`src/rtl/dmd_cfg.svh`:
```
// Opcodes, field codes and clock counts of the data-move decoder
`ifndef DMD_CFG_SVH
`define DMD_CFG_SVH
`define DMD_OP_SEG_LOAD    8'h8E
`define DMD_OP_SEG_STORE   8'h8C
`define DMD_OP_TABLE_LOOK  8'hD7
`define DMD_OP_LOAD_OFS    8'h8D
`define DMD_OP_FAR_DATA    8'hC5
`define DMD_OP_FAR_EXTRA   8'hC4
`define DMD_OP_FLAGS_TO_HI 8'h9F
`define DMD_OP_HI_TO_FLAGS 8'h9E
`define DMD_OP_PUSH_FLAGS  8'h9C
`define DMD_OP_POP_FLAGS   8'h9D
`define DMD_OP_PUSH_ALL    8'h60
`define DMD_OP_POP_ALL     8'h61
`define DMD_SEG_EXTRA      2'h0
`define DMD_SEG_CODE       2'h1
`define DMD_SEG_STACK      2'h2
`define DMD_SEG_DATA       2'h3
`define DMD_FORM_REG       2'h3
`define DMD_FORM_DISP8     2'h1
`define DMD_FORM_DISP16    2'h2
`define DMD_RM_DIRECT      3'h6
`define DMD_WORD_PENALTY   8'h04
`define DMD_OFS_CLOCKS     8'h04
`endif

```
`src/rtl/dmd_pkg.sv`:
```
// Types shared by the data-move decoder
package dmd_pkg;
    typedef enum logic [1:0] {
        DMD_ST_OP   = 2'b00,
        DMD_ST_MODRM = 2'b01,
        DMD_ST_DISP = 2'b11,
        DMD_ST_DONE = 2'b10
    } dmd_state_t;

    typedef struct packed {
        logic [2:0]  cls;      // Instruction class code
        logic        word;     // Size flag
        logic        has_modrm;
        logic        is_mem;
        logic [7:0]  clocks;   // Execution clocks incl. word penalty
        logic        valid;
    } dmd_decode_t;

    typedef struct packed {
        logic [15:0] bx;
        logic [15:0] base_ptr;
        logic [15:0] si;
        logic [15:0] dest_idx;
    } dmd_regs_t;
endpackage

```
`src/rtl/dmd_addr_gen.sv`:
```
// Operand offset and segment selection from addressing form and selector
`timescale 1ns/1ns
`include "dmd_cfg.svh"
module dmd_addr_gen (
    input  wire logic [1:0]       form_in,      // Addressing form
    input  wire logic [2:0]       sel_in,       // Operand selector
    input  wire logic [15:0]      disp_in,      // Raw displacement bytes
    input  wire dmd_pkg::dmd_regs_t regs_in,    // Base and index registers
    input  wire logic             ovr_in,       // Override present
    input  wire logic [1:0]       ovr_seg_in,   // Override segment
    input  wire logic             string_in,    // String destination operand
    output logic [15:0]           offset_out,   // Operand offset
    output logic [1:0]            seg_out       // Effective segment
);
    import dmd_pkg::*;

    logic [15:0] base;
    logic [15:0] disp;
    logic        uses_base;
    always_comb begin
        unique case (form_in)
            2'h0:    disp = 16'h0000;
            2'h1:    disp = {{8{disp_in[7]}}, disp_in[7:0]};
            default: disp = disp_in;
        endcase
        uses_base = 1'b0;
        unique case (sel_in)
            3'h0: base = regs_in.bx + regs_in.si;
            3'h1: base = regs_in.bx + regs_in.dest_idx;
            3'h2: begin base = regs_in.base_ptr + regs_in.si; uses_base = 1'b1; end
            3'h3: begin base = regs_in.base_ptr + regs_in.dest_idx; uses_base = 1'b1; end
            3'h4: base = regs_in.si;
            3'h5: base = regs_in.dest_idx;
            3'h6: begin base = regs_in.base_ptr; uses_base = 1'b1; end
            3'h7: base = regs_in.bx;
        endcase
        // Direct address form has no base at all
        if (form_in == 2'h0 && sel_in == `DMD_RM_DIRECT) begin
            base = 16'h0000;
            disp = disp_in;
            uses_base = 1'b0;
        end
        offset_out = base + disp;
        if (string_in)
            seg_out = `DMD_SEG_EXTRA;
        else if (ovr_in)
            seg_out = ovr_seg_in;
        else if (uses_base)
            seg_out = `DMD_SEG_STACK;
        else
            seg_out = `DMD_SEG_DATA;
    end
endmodule

```
`src/rtl/dmd_decoder.sv`:
```
// Data-transfer instruction decoder with prefix, field and timing decode
`timescale 1ns/1ns
`include "dmd_cfg.svh"
module dmd_decoder (
    input  wire logic               core_clk_in,   // Core clock, 100 MHz
    input  wire logic               rst_in,        // Async reset, active high
    input  wire logic               byte_valid_in, // Instruction byte offered
    input  wire logic [7:0]         byte_in,       // Instruction byte
    input  wire dmd_pkg::dmd_regs_t regs_in,       // Address registers
    output logic                    byte_ready_out,// Byte consumed
    output logic                    done_out,      // Decode result valid, one cycle
    output dmd_pkg::dmd_decode_t    decode_out,    // Decode result
    output logic [7:0]              opcode_out,    // Opcode byte
    output logic [3:0]              reg_code_out,  // {size, register field}
    output logic [1:0]              seg_out,       // Effective operand segment
    output logic [15:0]             offset_out,    // Operand offset
    output logic                    illegal_out    // Undefined form seen
);
    import dmd_pkg::*;

    typedef struct packed {
        dmd_state_t  st;
        logic [7:0]  op;
        logic [7:0]  modrm;
        logic [15:0] disp;
        logic [1:0]  ndisp;
        logic        ovr;
        logic [1:0]  ovr_seg;
        dmd_decode_t dec;
        logic [15:0] offset;
        logic [1:0]  seg;
        logic        done;
        logic        illegal;
    } dmd_core_t;

    dmd_core_t s_r;
    dmd_core_t s_nxt;
    logic [15:0] ag_offset;
    logic [1:0]  ag_seg;
    logic        string_dst;

    // Size, base clocks, validity and modrm presence of one opcode
    function automatic dmd_decode_t classify(input logic [7:0] op);
        dmd_decode_t d;
        d = '0;
        d.valid = 1'b1;
        d.word  = op[0];
        unique casez (op)
            `DMD_OP_SEG_LOAD, `DMD_OP_SEG_STORE, `DMD_OP_LOAD_OFS,
            `DMD_OP_FAR_DATA, `DMD_OP_FAR_EXTRA: begin
                d.has_modrm = 1'b1;
                d.word = 1'b1;
            end
            8'b1000_10??, 8'b1000_011?, 8'b1100_011?, 8'h8F, 8'hFF:
                d.has_modrm = 1'b1;
            `DMD_OP_TABLE_LOOK:  d.clocks = 8'd15;
            `DMD_OP_FLAGS_TO_HI: d.clocks = 8'd2;
            `DMD_OP_HI_TO_FLAGS: d.clocks = 8'd3;
            `DMD_OP_PUSH_FLAGS:  d.clocks = 8'd13;
            `DMD_OP_POP_FLAGS:   d.clocks = 8'd12;
            `DMD_OP_PUSH_ALL:    d.clocks = 8'd68;
            `DMD_OP_POP_ALL:     d.clocks = 8'd83;
            8'b0110_10?1:        d.clocks = 8'd14;
            8'b1011_????:        begin d.word = op[3]; d.clocks = op[3] ? 8'd4 : 8'd3; end
            8'b1010_000?:        d.clocks = 8'd8;
            8'b1010_001?:        d.clocks = 8'd9;
            8'b0101_????:        begin d.word = 1'b1; d.clocks = 8'd14; end
            8'b000?_?110:        begin d.word = 1'b1; d.clocks = 8'd13; end
            // The code segment cannot be popped
            8'b000?_?111:        begin
                d.word = 1'b1;
                d.clocks = 8'd12;
                d.valid = (op[4:3] != 2'b01);
            end
            8'b1001_0???:        begin d.word = 1'b1; d.clocks = 8'd3; end
            8'b1110_010?:        d.clocks = 8'd10;
            8'b1110_110?:        d.clocks = 8'd8;
            8'b1110_011?:        d.clocks = 8'd9;
            8'b1110_111?:        d.clocks = 8'd7;
            default:             d.valid = 1'b0;
        endcase
        return d;
    endfunction

    // Clocks once the addressing form is known; offset time is inside these
    function automatic logic [7:0] form_clocks(input logic [7:0] op, input logic mem,
                                               input logic w);
        logic [7:0] c;
        c = 8'd0;
        unique casez (op)
            `DMD_OP_SEG_LOAD:  c = mem ? 8'd13 : 8'd2;
            `DMD_OP_SEG_STORE: c = mem ? 8'd15 : 8'd2;
            `DMD_OP_LOAD_OFS:  c = 8'd6;
            `DMD_OP_FAR_DATA, `DMD_OP_FAR_EXTRA: c = 8'd26;
            8'b1000_100?:      c = mem ? 8'd12 : 8'd2;
            8'b1000_101?:      c = mem ? 8'd9 : 8'd2;
            8'b1000_011?:      c = mem ? 8'd17 : 8'd4;
            8'b1100_011?:      c = w ? 8'd13 : 8'd12;
            8'hFF:             c = 8'd20;
            8'h8F:             c = 8'd24;
            default:           c = 8'd0;
        endcase
        return c;
    endfunction

    // Word moves 88-8B and exchanges 86/87 with a memory operand, accumulator moves A0-A3 and port ops E4-E7/EC-EF pay the bus penalty
    function automatic logic pays_penalty(input logic [7:0] op, input logic mem);
        logic p;
        p = 1'b0;
        unique casez (op)
            8'b1000_10??, 8'b1000_011?: p = mem;
            8'b1010_00??, 8'b1110_?1??: p = 1'b1;
            default:                    p = 1'b0;
        endcase
        return p;
    endfunction

    // String stores/moves write through dest_index
    assign string_dst = (s_r.op[7:1] == 7'b1010_010) || (s_r.op[7:1] == 7'b1010_101);

    dmd_addr_gen u_addr (
        .form_in    (s_r.modrm[7:6]),
        .sel_in     (s_r.modrm[2:0]),
        .disp_in    (s_r.disp),
        .regs_in    (regs_in),
        .ovr_in     (s_r.ovr),
        .ovr_seg_in (s_r.ovr_seg),
        .string_in  (string_dst),
        .offset_out (ag_offset),
        .seg_out    (ag_seg)
    );

    always_comb begin
        logic        mem;
        dmd_decode_t d;
        mem = 1'b0;
        d = '0;
        s_nxt = s_r;
        s_nxt.done = 1'b0;
        byte_ready_out = (s_r.st != DMD_ST_DONE);
        unique case (s_r.st)
            DMD_ST_OP: if (byte_valid_in) begin
                if (byte_in[7:5] == 3'b001 && byte_in[2:0] == 3'b110) begin
                    s_nxt.ovr = 1'b1;
                    s_nxt.ovr_seg = byte_in[4:3];
                end else begin
                    s_nxt.op = byte_in;
                    s_nxt.dec = classify(byte_in);
                    s_nxt.modrm = '0;
                    s_nxt.disp = '0;
                    s_nxt.st = s_nxt.dec.has_modrm ? DMD_ST_MODRM : DMD_ST_DONE;
                end
            end
            DMD_ST_MODRM: if (byte_valid_in) begin
                s_nxt.modrm = byte_in;
                mem = (byte_in[7:6] != `DMD_FORM_REG);
                s_nxt.dec.is_mem = mem;
                s_nxt.dec.clocks = form_clocks(s_r.op, mem, s_r.dec.word);
                if (byte_in[7:6] == `DMD_FORM_DISP8)
                    s_nxt.ndisp = 2'd1;
                else if (byte_in[7:6] == `DMD_FORM_DISP16 ||
                         (byte_in[7:6] == 2'h0 && byte_in[2:0] == `DMD_RM_DIRECT))
                    s_nxt.ndisp = 2'd2;
                else
                    s_nxt.ndisp = 2'd0;
                // Far pointer loads need a memory operand
                if ((s_r.op == `DMD_OP_FAR_DATA || s_r.op == `DMD_OP_FAR_EXTRA) && !mem)
                    s_nxt.dec.valid = 1'b0;
                // Segment load/store carry a zero before the segment code
                if ((s_r.op == `DMD_OP_SEG_LOAD || s_r.op == `DMD_OP_SEG_STORE)
                    && byte_in[5])
                    s_nxt.dec.valid = 1'b0;
                s_nxt.st = (s_nxt.ndisp != 2'd0) ? DMD_ST_DISP : DMD_ST_DONE;
            end
            DMD_ST_DISP: if (byte_valid_in) begin
                // Low byte first, then high byte
                if (s_r.ndisp == 2'd1 && s_r.modrm[7:6] != `DMD_FORM_DISP8)
                    s_nxt.disp[15:8] = byte_in;
                else
                    s_nxt.disp[7:0] = byte_in;
                s_nxt.ndisp = (s_r.modrm[7:6] == `DMD_FORM_DISP8) ? 2'd0 : s_r.ndisp - 2'd1;
                if (s_nxt.ndisp == 2'd0)
                    s_nxt.st = DMD_ST_DONE;
            end
            DMD_ST_DONE: begin
                d = s_r.dec;
                if (d.word && pays_penalty(s_r.op, d.is_mem))
                    d.clocks = d.clocks + `DMD_WORD_PENALTY;
                s_nxt.dec = d;
                s_nxt.offset = (s_r.op == `DMD_OP_LOAD_OFS || d.is_mem) ? ag_offset : 16'h0000;
                s_nxt.seg = ag_seg;
                s_nxt.illegal = !d.valid;
                s_nxt.done = 1'b1;
                s_nxt.ovr = 1'b0;
                s_nxt.st = DMD_ST_OP;
            end
        endcase
    end

    always_ff @(posedge core_clk_in or posedge rst_in) begin
        if (rst_in)
            s_r <= '0;
        else
            s_r <= s_nxt;
    end

    assign done_out     = s_r.done;
    assign decode_out   = s_r.dec;
    assign opcode_out   = s_r.op;
    assign reg_code_out = {s_r.dec.word, s_r.modrm[5:3]};
    assign seg_out      = s_r.seg;
    assign offset_out   = s_r.offset;
    assign illegal_out  = s_r.illegal;

    property p_seg_force;
        @(posedge core_clk_in) disable iff (rst_in)
        (s_r.st == DMD_ST_DONE && string_dst) |=> (seg_out == `DMD_SEG_EXTRA);
    endproperty
    a_seg_force: assert property (p_seg_force) else $error("string dest not extra");

    property p_table;
        @(posedge core_clk_in) disable iff (rst_in)
        (s_r.st == DMD_ST_DONE && s_r.op == `DMD_OP_TABLE_LOOK) |=> (decode_out.clocks == 8'd15);
    endproperty
    a_table: assert property (p_table) else $error("table lookup clocks wrong");

    property p_far_reg;
        @(posedge core_clk_in) disable iff (rst_in)
        (done_out && (opcode_out == `DMD_OP_FAR_DATA) && !decode_out.is_mem) |-> illegal_out;
    endproperty
    a_far_reg: assert property (p_far_reg) else $error("far load reg form accepted");

    property p_push_all;
        @(posedge core_clk_in) disable iff (rst_in)
        (done_out && opcode_out == `DMD_OP_PUSH_ALL) |-> (decode_out.clocks == 8'd68);
    endproperty
    a_push_all: assert property (p_push_all) else $error("push all clocks wrong");

    property p_ofs_load;
        @(posedge core_clk_in) disable iff (rst_in)
        (done_out && opcode_out == `DMD_OP_LOAD_OFS) |-> (decode_out.clocks == 8'd6);
    endproperty
    a_ofs_load: assert property (p_ofs_load) else $error("offset load clocks wrong");

    property p_done_pulse;
        @(posedge core_clk_in) disable iff (rst_in)
        done_out |=> !done_out;
    endproperty
    a_done_pulse: assert property (p_done_pulse) else $error("done held over");

    property p_ahf;
        @(posedge core_clk_in) disable iff (rst_in)
        (done_out && opcode_out == `DMD_OP_HI_TO_FLAGS) |-> (decode_out.clocks == 8'd3);
    endproperty
    a_ahf: assert property (p_ahf) else $error("flag load clocks wrong");

    property p_pop_flags;
        @(posedge core_clk_in) disable iff (rst_in)
        (done_out && opcode_out == `DMD_OP_POP_FLAGS) |-> (decode_out.clocks == 8'd12);
    endproperty
    a_pop_flags: assert property (p_pop_flags) else $error("pop flags clocks wrong");
endmodule

```
`config.mk`:
```
export PLATFORM = sky130hd
export DESIGN_NAME = dmd_decoder
export DESIGN_NICKNAME = d
export VERILOG_FILES = /design/src/rtl/dmd_pkg.sv /design/src/rtl/dmd_addr_gen.sv /design/src/rtl/dmd_decoder.sv
export VERILOG_INCLUDE_DIRS = /design/src /design/src/rtl
export SDC_FILE = /design/constraint.sdc
export NUM_CORES = 1
export LEC_CHECK = 0
export BUFFER_PORTS_ARGS = -buffer_cell sky130_fd_sc_hd__clkbuf_2
export CAP_MARGIN = 20
export CELL_PAD_IN_SITES_DETAIL_PLACEMENT = 0
export CELL_PAD_IN_SITES_GLOBAL_PLACEMENT = 1
export CORE_ASPECT_RATIO = 2
export CORE_MARGIN = 2
export CORE_UTILIZATION = 39
export CTS_BUF_LIST = sky130_fd_sc_hd__clkbuf_16
export CTS_CLUSTER_SIZE = 40
export DETAILED_ROUTE_END_ITERATION = 8
export GPL_ROUTABILITY_DRIVEN = 0
export GPL_TIMING_DRIVEN = 1
export PLACE_DENSITY = 0.85
export SLEW_MARGIN = 15
export SYNTH_ARGS = -nofsm -noshare
export SYNTH_HDL_FRONTEND = slang
export SYNTH_SLANG_ARGS = --single-unit
```
`constraint.sdc`:
```
create_clock -name core_clk_in -period 5.2 [get_ports core_clk_in]
set_clock_uncertainty 0.05 [all_clocks]
set_input_delay 0.26 -clock core_clk_in [delete_from_list [all_inputs] [get_ports core_clk_in]]
set_output_delay 0.26 -clock core_clk_in [all_outputs]
set_load 0.02 [all_outputs]
```
==> results.cfg <==
[synth]
synthTopCellsByArea = dfrtp_1 (24%), ha_1 (8.8%), mux2_2 (6.9%)
synthArstFlopShare = 1.00
post_synth_num_cell_types = 77
synthTopCellsByCount = nand2_1 (100), dfrtp_1 (71), o21ai_0 (67)
synthXorXnorAreaFrac = 0.0429
synth_mux_area_frac = 0.123
synth.ff_latch_count = 71
synth_cells = 909
yosysTopAreaCell = dfrtp_1
seq_area_frac_synth = 0.235
synth_area_um2 = 7550
synthFlopType = dfrtp_1
synth-simple-area-share = 0.186
yosys_warnings = 0
synth_top_family_by_area = compound AO/OA/AOI/OAI gates
synth_top_cell_area_share = 0.235
synth_edf_count = 0
synth_compound_area_frac = 0.230
post_synth_fa_ha_maj_area_fraction = 0.0958
synth_most_common_cell = nand2_1
syn_avg_cell_area_um2 = 8.31

[power_and_ir_drop]
ir_worst_vdd_mv = 0.244
power_w = 0.00481
power.density_nw_per_um2 = 567
p_leak_nw = 3.80

[placement]
dp_cells = 1213
dp_hpwl_um = 17200
place_ws_ns = 0.123
port_buffers = 119

[setup_path]
required_ns = 5.41
critPathCaptureType = register
reg2reg_to = offset_out[15]
worst-path-max-fanout = 6
r2r_start = s_r[57]
worstSetupPathType = reg -> reg
cp_data_arrival_time_ns = 5.13
r2r_slack_ns = 0.28
crit_path_start_kind = register
r2r_cells = 22

[final_layout]
fin_cells = 1234
seqCellArea_um2 = 1780
drive_gt1_frac = 0.251
n_fill_cell = 1994
diodes = 0
multiInputGateArea_um2 = 5200
nNetsFinal = 1101
post-route-util = 0.443
areaGrowthSynthToFinish_pct = 12.5

[global_route]
grt_pass1_wl_um = 35000
grt_usage = 0.217
overflow = 0
grtUsageMet2 = 0.417
use_met3 = 0.0202
antenna_found_initial = 0
grt_pass1_vias = 7007
use_met1 = 0.220
grt.busiest_layer = met2
grt_start_max_net_pins = 72

[route]
drt-total-wl_um = 22200
vias_per_cell = 5.74
avgRoutedWirePerCell_um = 18.0
first_pass_iters = 5
drc = 0
postRouteAntennaNets = 0
drtIter0Drc = 342
vias = 7086

[die]
die_w_um = 102
dieArea_um2 = 20600
io_pins = 123
core_area_um2 = 19200
rows = 72
start_util = 0.393
die_y_um = 201

[clock_network]
cts_root_buffer = clkbuf_16
cts.path.max_buffers = 2
insertion_delay_ns = 0.34
cts_htree_levels = 3
clk_pin_slew_worst_paths_ns = 0.06
cts_tree = done
numCtsBuffers = 9
cts.sinks = 71

[hold_path]
min_path_type = in -> async

[timing]
setup_viol = 0
max_freq_mhz = 203
finalMaxSlewViolations = 0
setup_ws_ns = 0.281
slew_headroom = 0.298
holdWs_ns = 0.129
finalCriticalPeriod_ns = 4.92
finalHoldViolations = 0
worstMarginPinSlew_ns = 1.05
fin_crit_sh = 0.946

[flow_run]
max_cap_viol_count = 0

[run_status]
status = finished clean
-- cells by family after synthesis --
group / after synthesis
buffers and inverters: 124
adder cells (fa/ha/maj): 56
AND/OR/NAND/NOR: 295
multiplexers: 72
AO/OA/AOI/OAI: 253
flip-flops: 71
other: 1
XOR/XNOR: 37
-- layout make-up --
cell class,count,share of cell area
clock buffers,9,0.0265
well taps,259,0.0381
multi-input cells,716,0.612
repair buffers,139,0.0878
clock inverters,7,0.0113
inverters,33,0.0146
flip-flops and latches,71,0.209
-- timing repair --
item                                    in CTS  in global routing
resized for setup                            0                 16
endpoints found under the setup margin       0                  3
hold buffers                                 0                  0
buffers inserted                             0                  5
-- where the power goes --
| group | leakage, nW | switching, W | internal (W) |
|---|---|---|---|
| registers | 0.932 | 0.000234 | 0.000782 |
| clock network | 0.155 | 0.000254 | 0.000422 |
| logic | 2.71 | 0.00183 | 0.00130 |
| total | 3.80 | 0.00231 | 0.00250 |
-- stage by stage --
stage / instance area [um2] / setup TNS [ns]
after global routing: 8490 / -0.0209
after CTS: 8390 / 0
final: 8490 / 0
after floorplan: 7560 / 0
after detailed placement: 8070 / 0
after global placement: 8070 / 0
-- flip-flops by register name, indices dropped and copies added, names as in the netlist --
name          flops
reg_code_out      3
illegal_out       1
opcode_out        8
decode_out       12
offset_out       16
s_r              28
done_out          1
seg_out           2
-- how the worst max path moves through the flow --
stage / from / endpoint / slack [ns] / cells after the start
6_report: s_r[57] / offset_out[15] / 0.28 / 22
3_5_place_dp: s_r[56] / offset_out[15] / 0.12 / 22
4_1_cts: s_r[56] / offset_out[15] / 0.1 / 22
2_1_floorplan: s_r[58] / offset_out[15] / 0.08 / 23
3_3_place_gp: s_r[56] / offset_out[15] / 0.23 / 22
5_1_grt: s_r[56] / offset_out[15] / -0.02 / 23
-- placed cells by master, fill, tap and decap left out, types with 4 or more instances in the layout --
| master | instances |
|---|---|
| nor3_1 | 30 |
| nor2b_1 | 15 |
| mux2_2 | 46 |
| and3_1 | 7 |
| a211oi_1 | 11 |
| a311oi_1 | 5 |
| o22ai_1 | 5 |
| nor3b_1 | 5 |
| ha_1 | 51 |
| a21oi_1 | 41 |
| o211ai_1 | 12 |
| clkbuf_2 | 119 |
| xor2_1 | 12 |
| clkbuf_16 | 9 |
| nor2_1 | 64 |
| a31oi_1 | 7 |
| mux2i_1 | 14 |
| nand3_1 | 25 |
| nand3b_1 | 7 |
| a21o_1 | 9 |
| nand2b_1 | 9 |
| o21ai_1 | 7 |
| dfrtp_1 | 70 |
| nand4_1 | 4 |
| inv_1 | 32 |
| mux4_2 | 12 |
| nor4_1 | 4 |
| o21a_1 | 8 |
| o31ai_1 | 4 |
| o21ai_0 | 64 |
| nand2_1 | 99 |
| buf_4 | 20 |
| o21bai_1 | 12 |
| xnor2_1 | 25 |
| and2_1 | 10 |
| a22o_1 | 23 |
-- layer usage --
metal	share of wire	vias to the layer above
li1	-	3380
met1	0.35	3414
met2	0.57	228
met3	0.037	64
met4	0.047	0
met5	0	-
-- worst max-delay path: stages (launching register included) --
cell and delay [ns]:
dfrtp_2 0.40, inv_1 0.08, nor3_2 0.14, buf_4 0.18, mux2_2 0.34, ha_1 0.20
inv_1 0.08, fa_2 0.23, nor2b_4 0.05, o21ai_4 0.13, a21boi_2 0.09, o41a_1 0.43
buf_4 0.17, o31ai_4 0.29, xnor2_1 0.09, mux4_2 0.51, ha_4 0.32, nand4_1 0.11
o21ai_2 0.22, mux2i_1 0.25, o21ai_0 0.15, o21a_1 0.24, o211ai_1 0.08
Power figures use the tool's default switching activity.
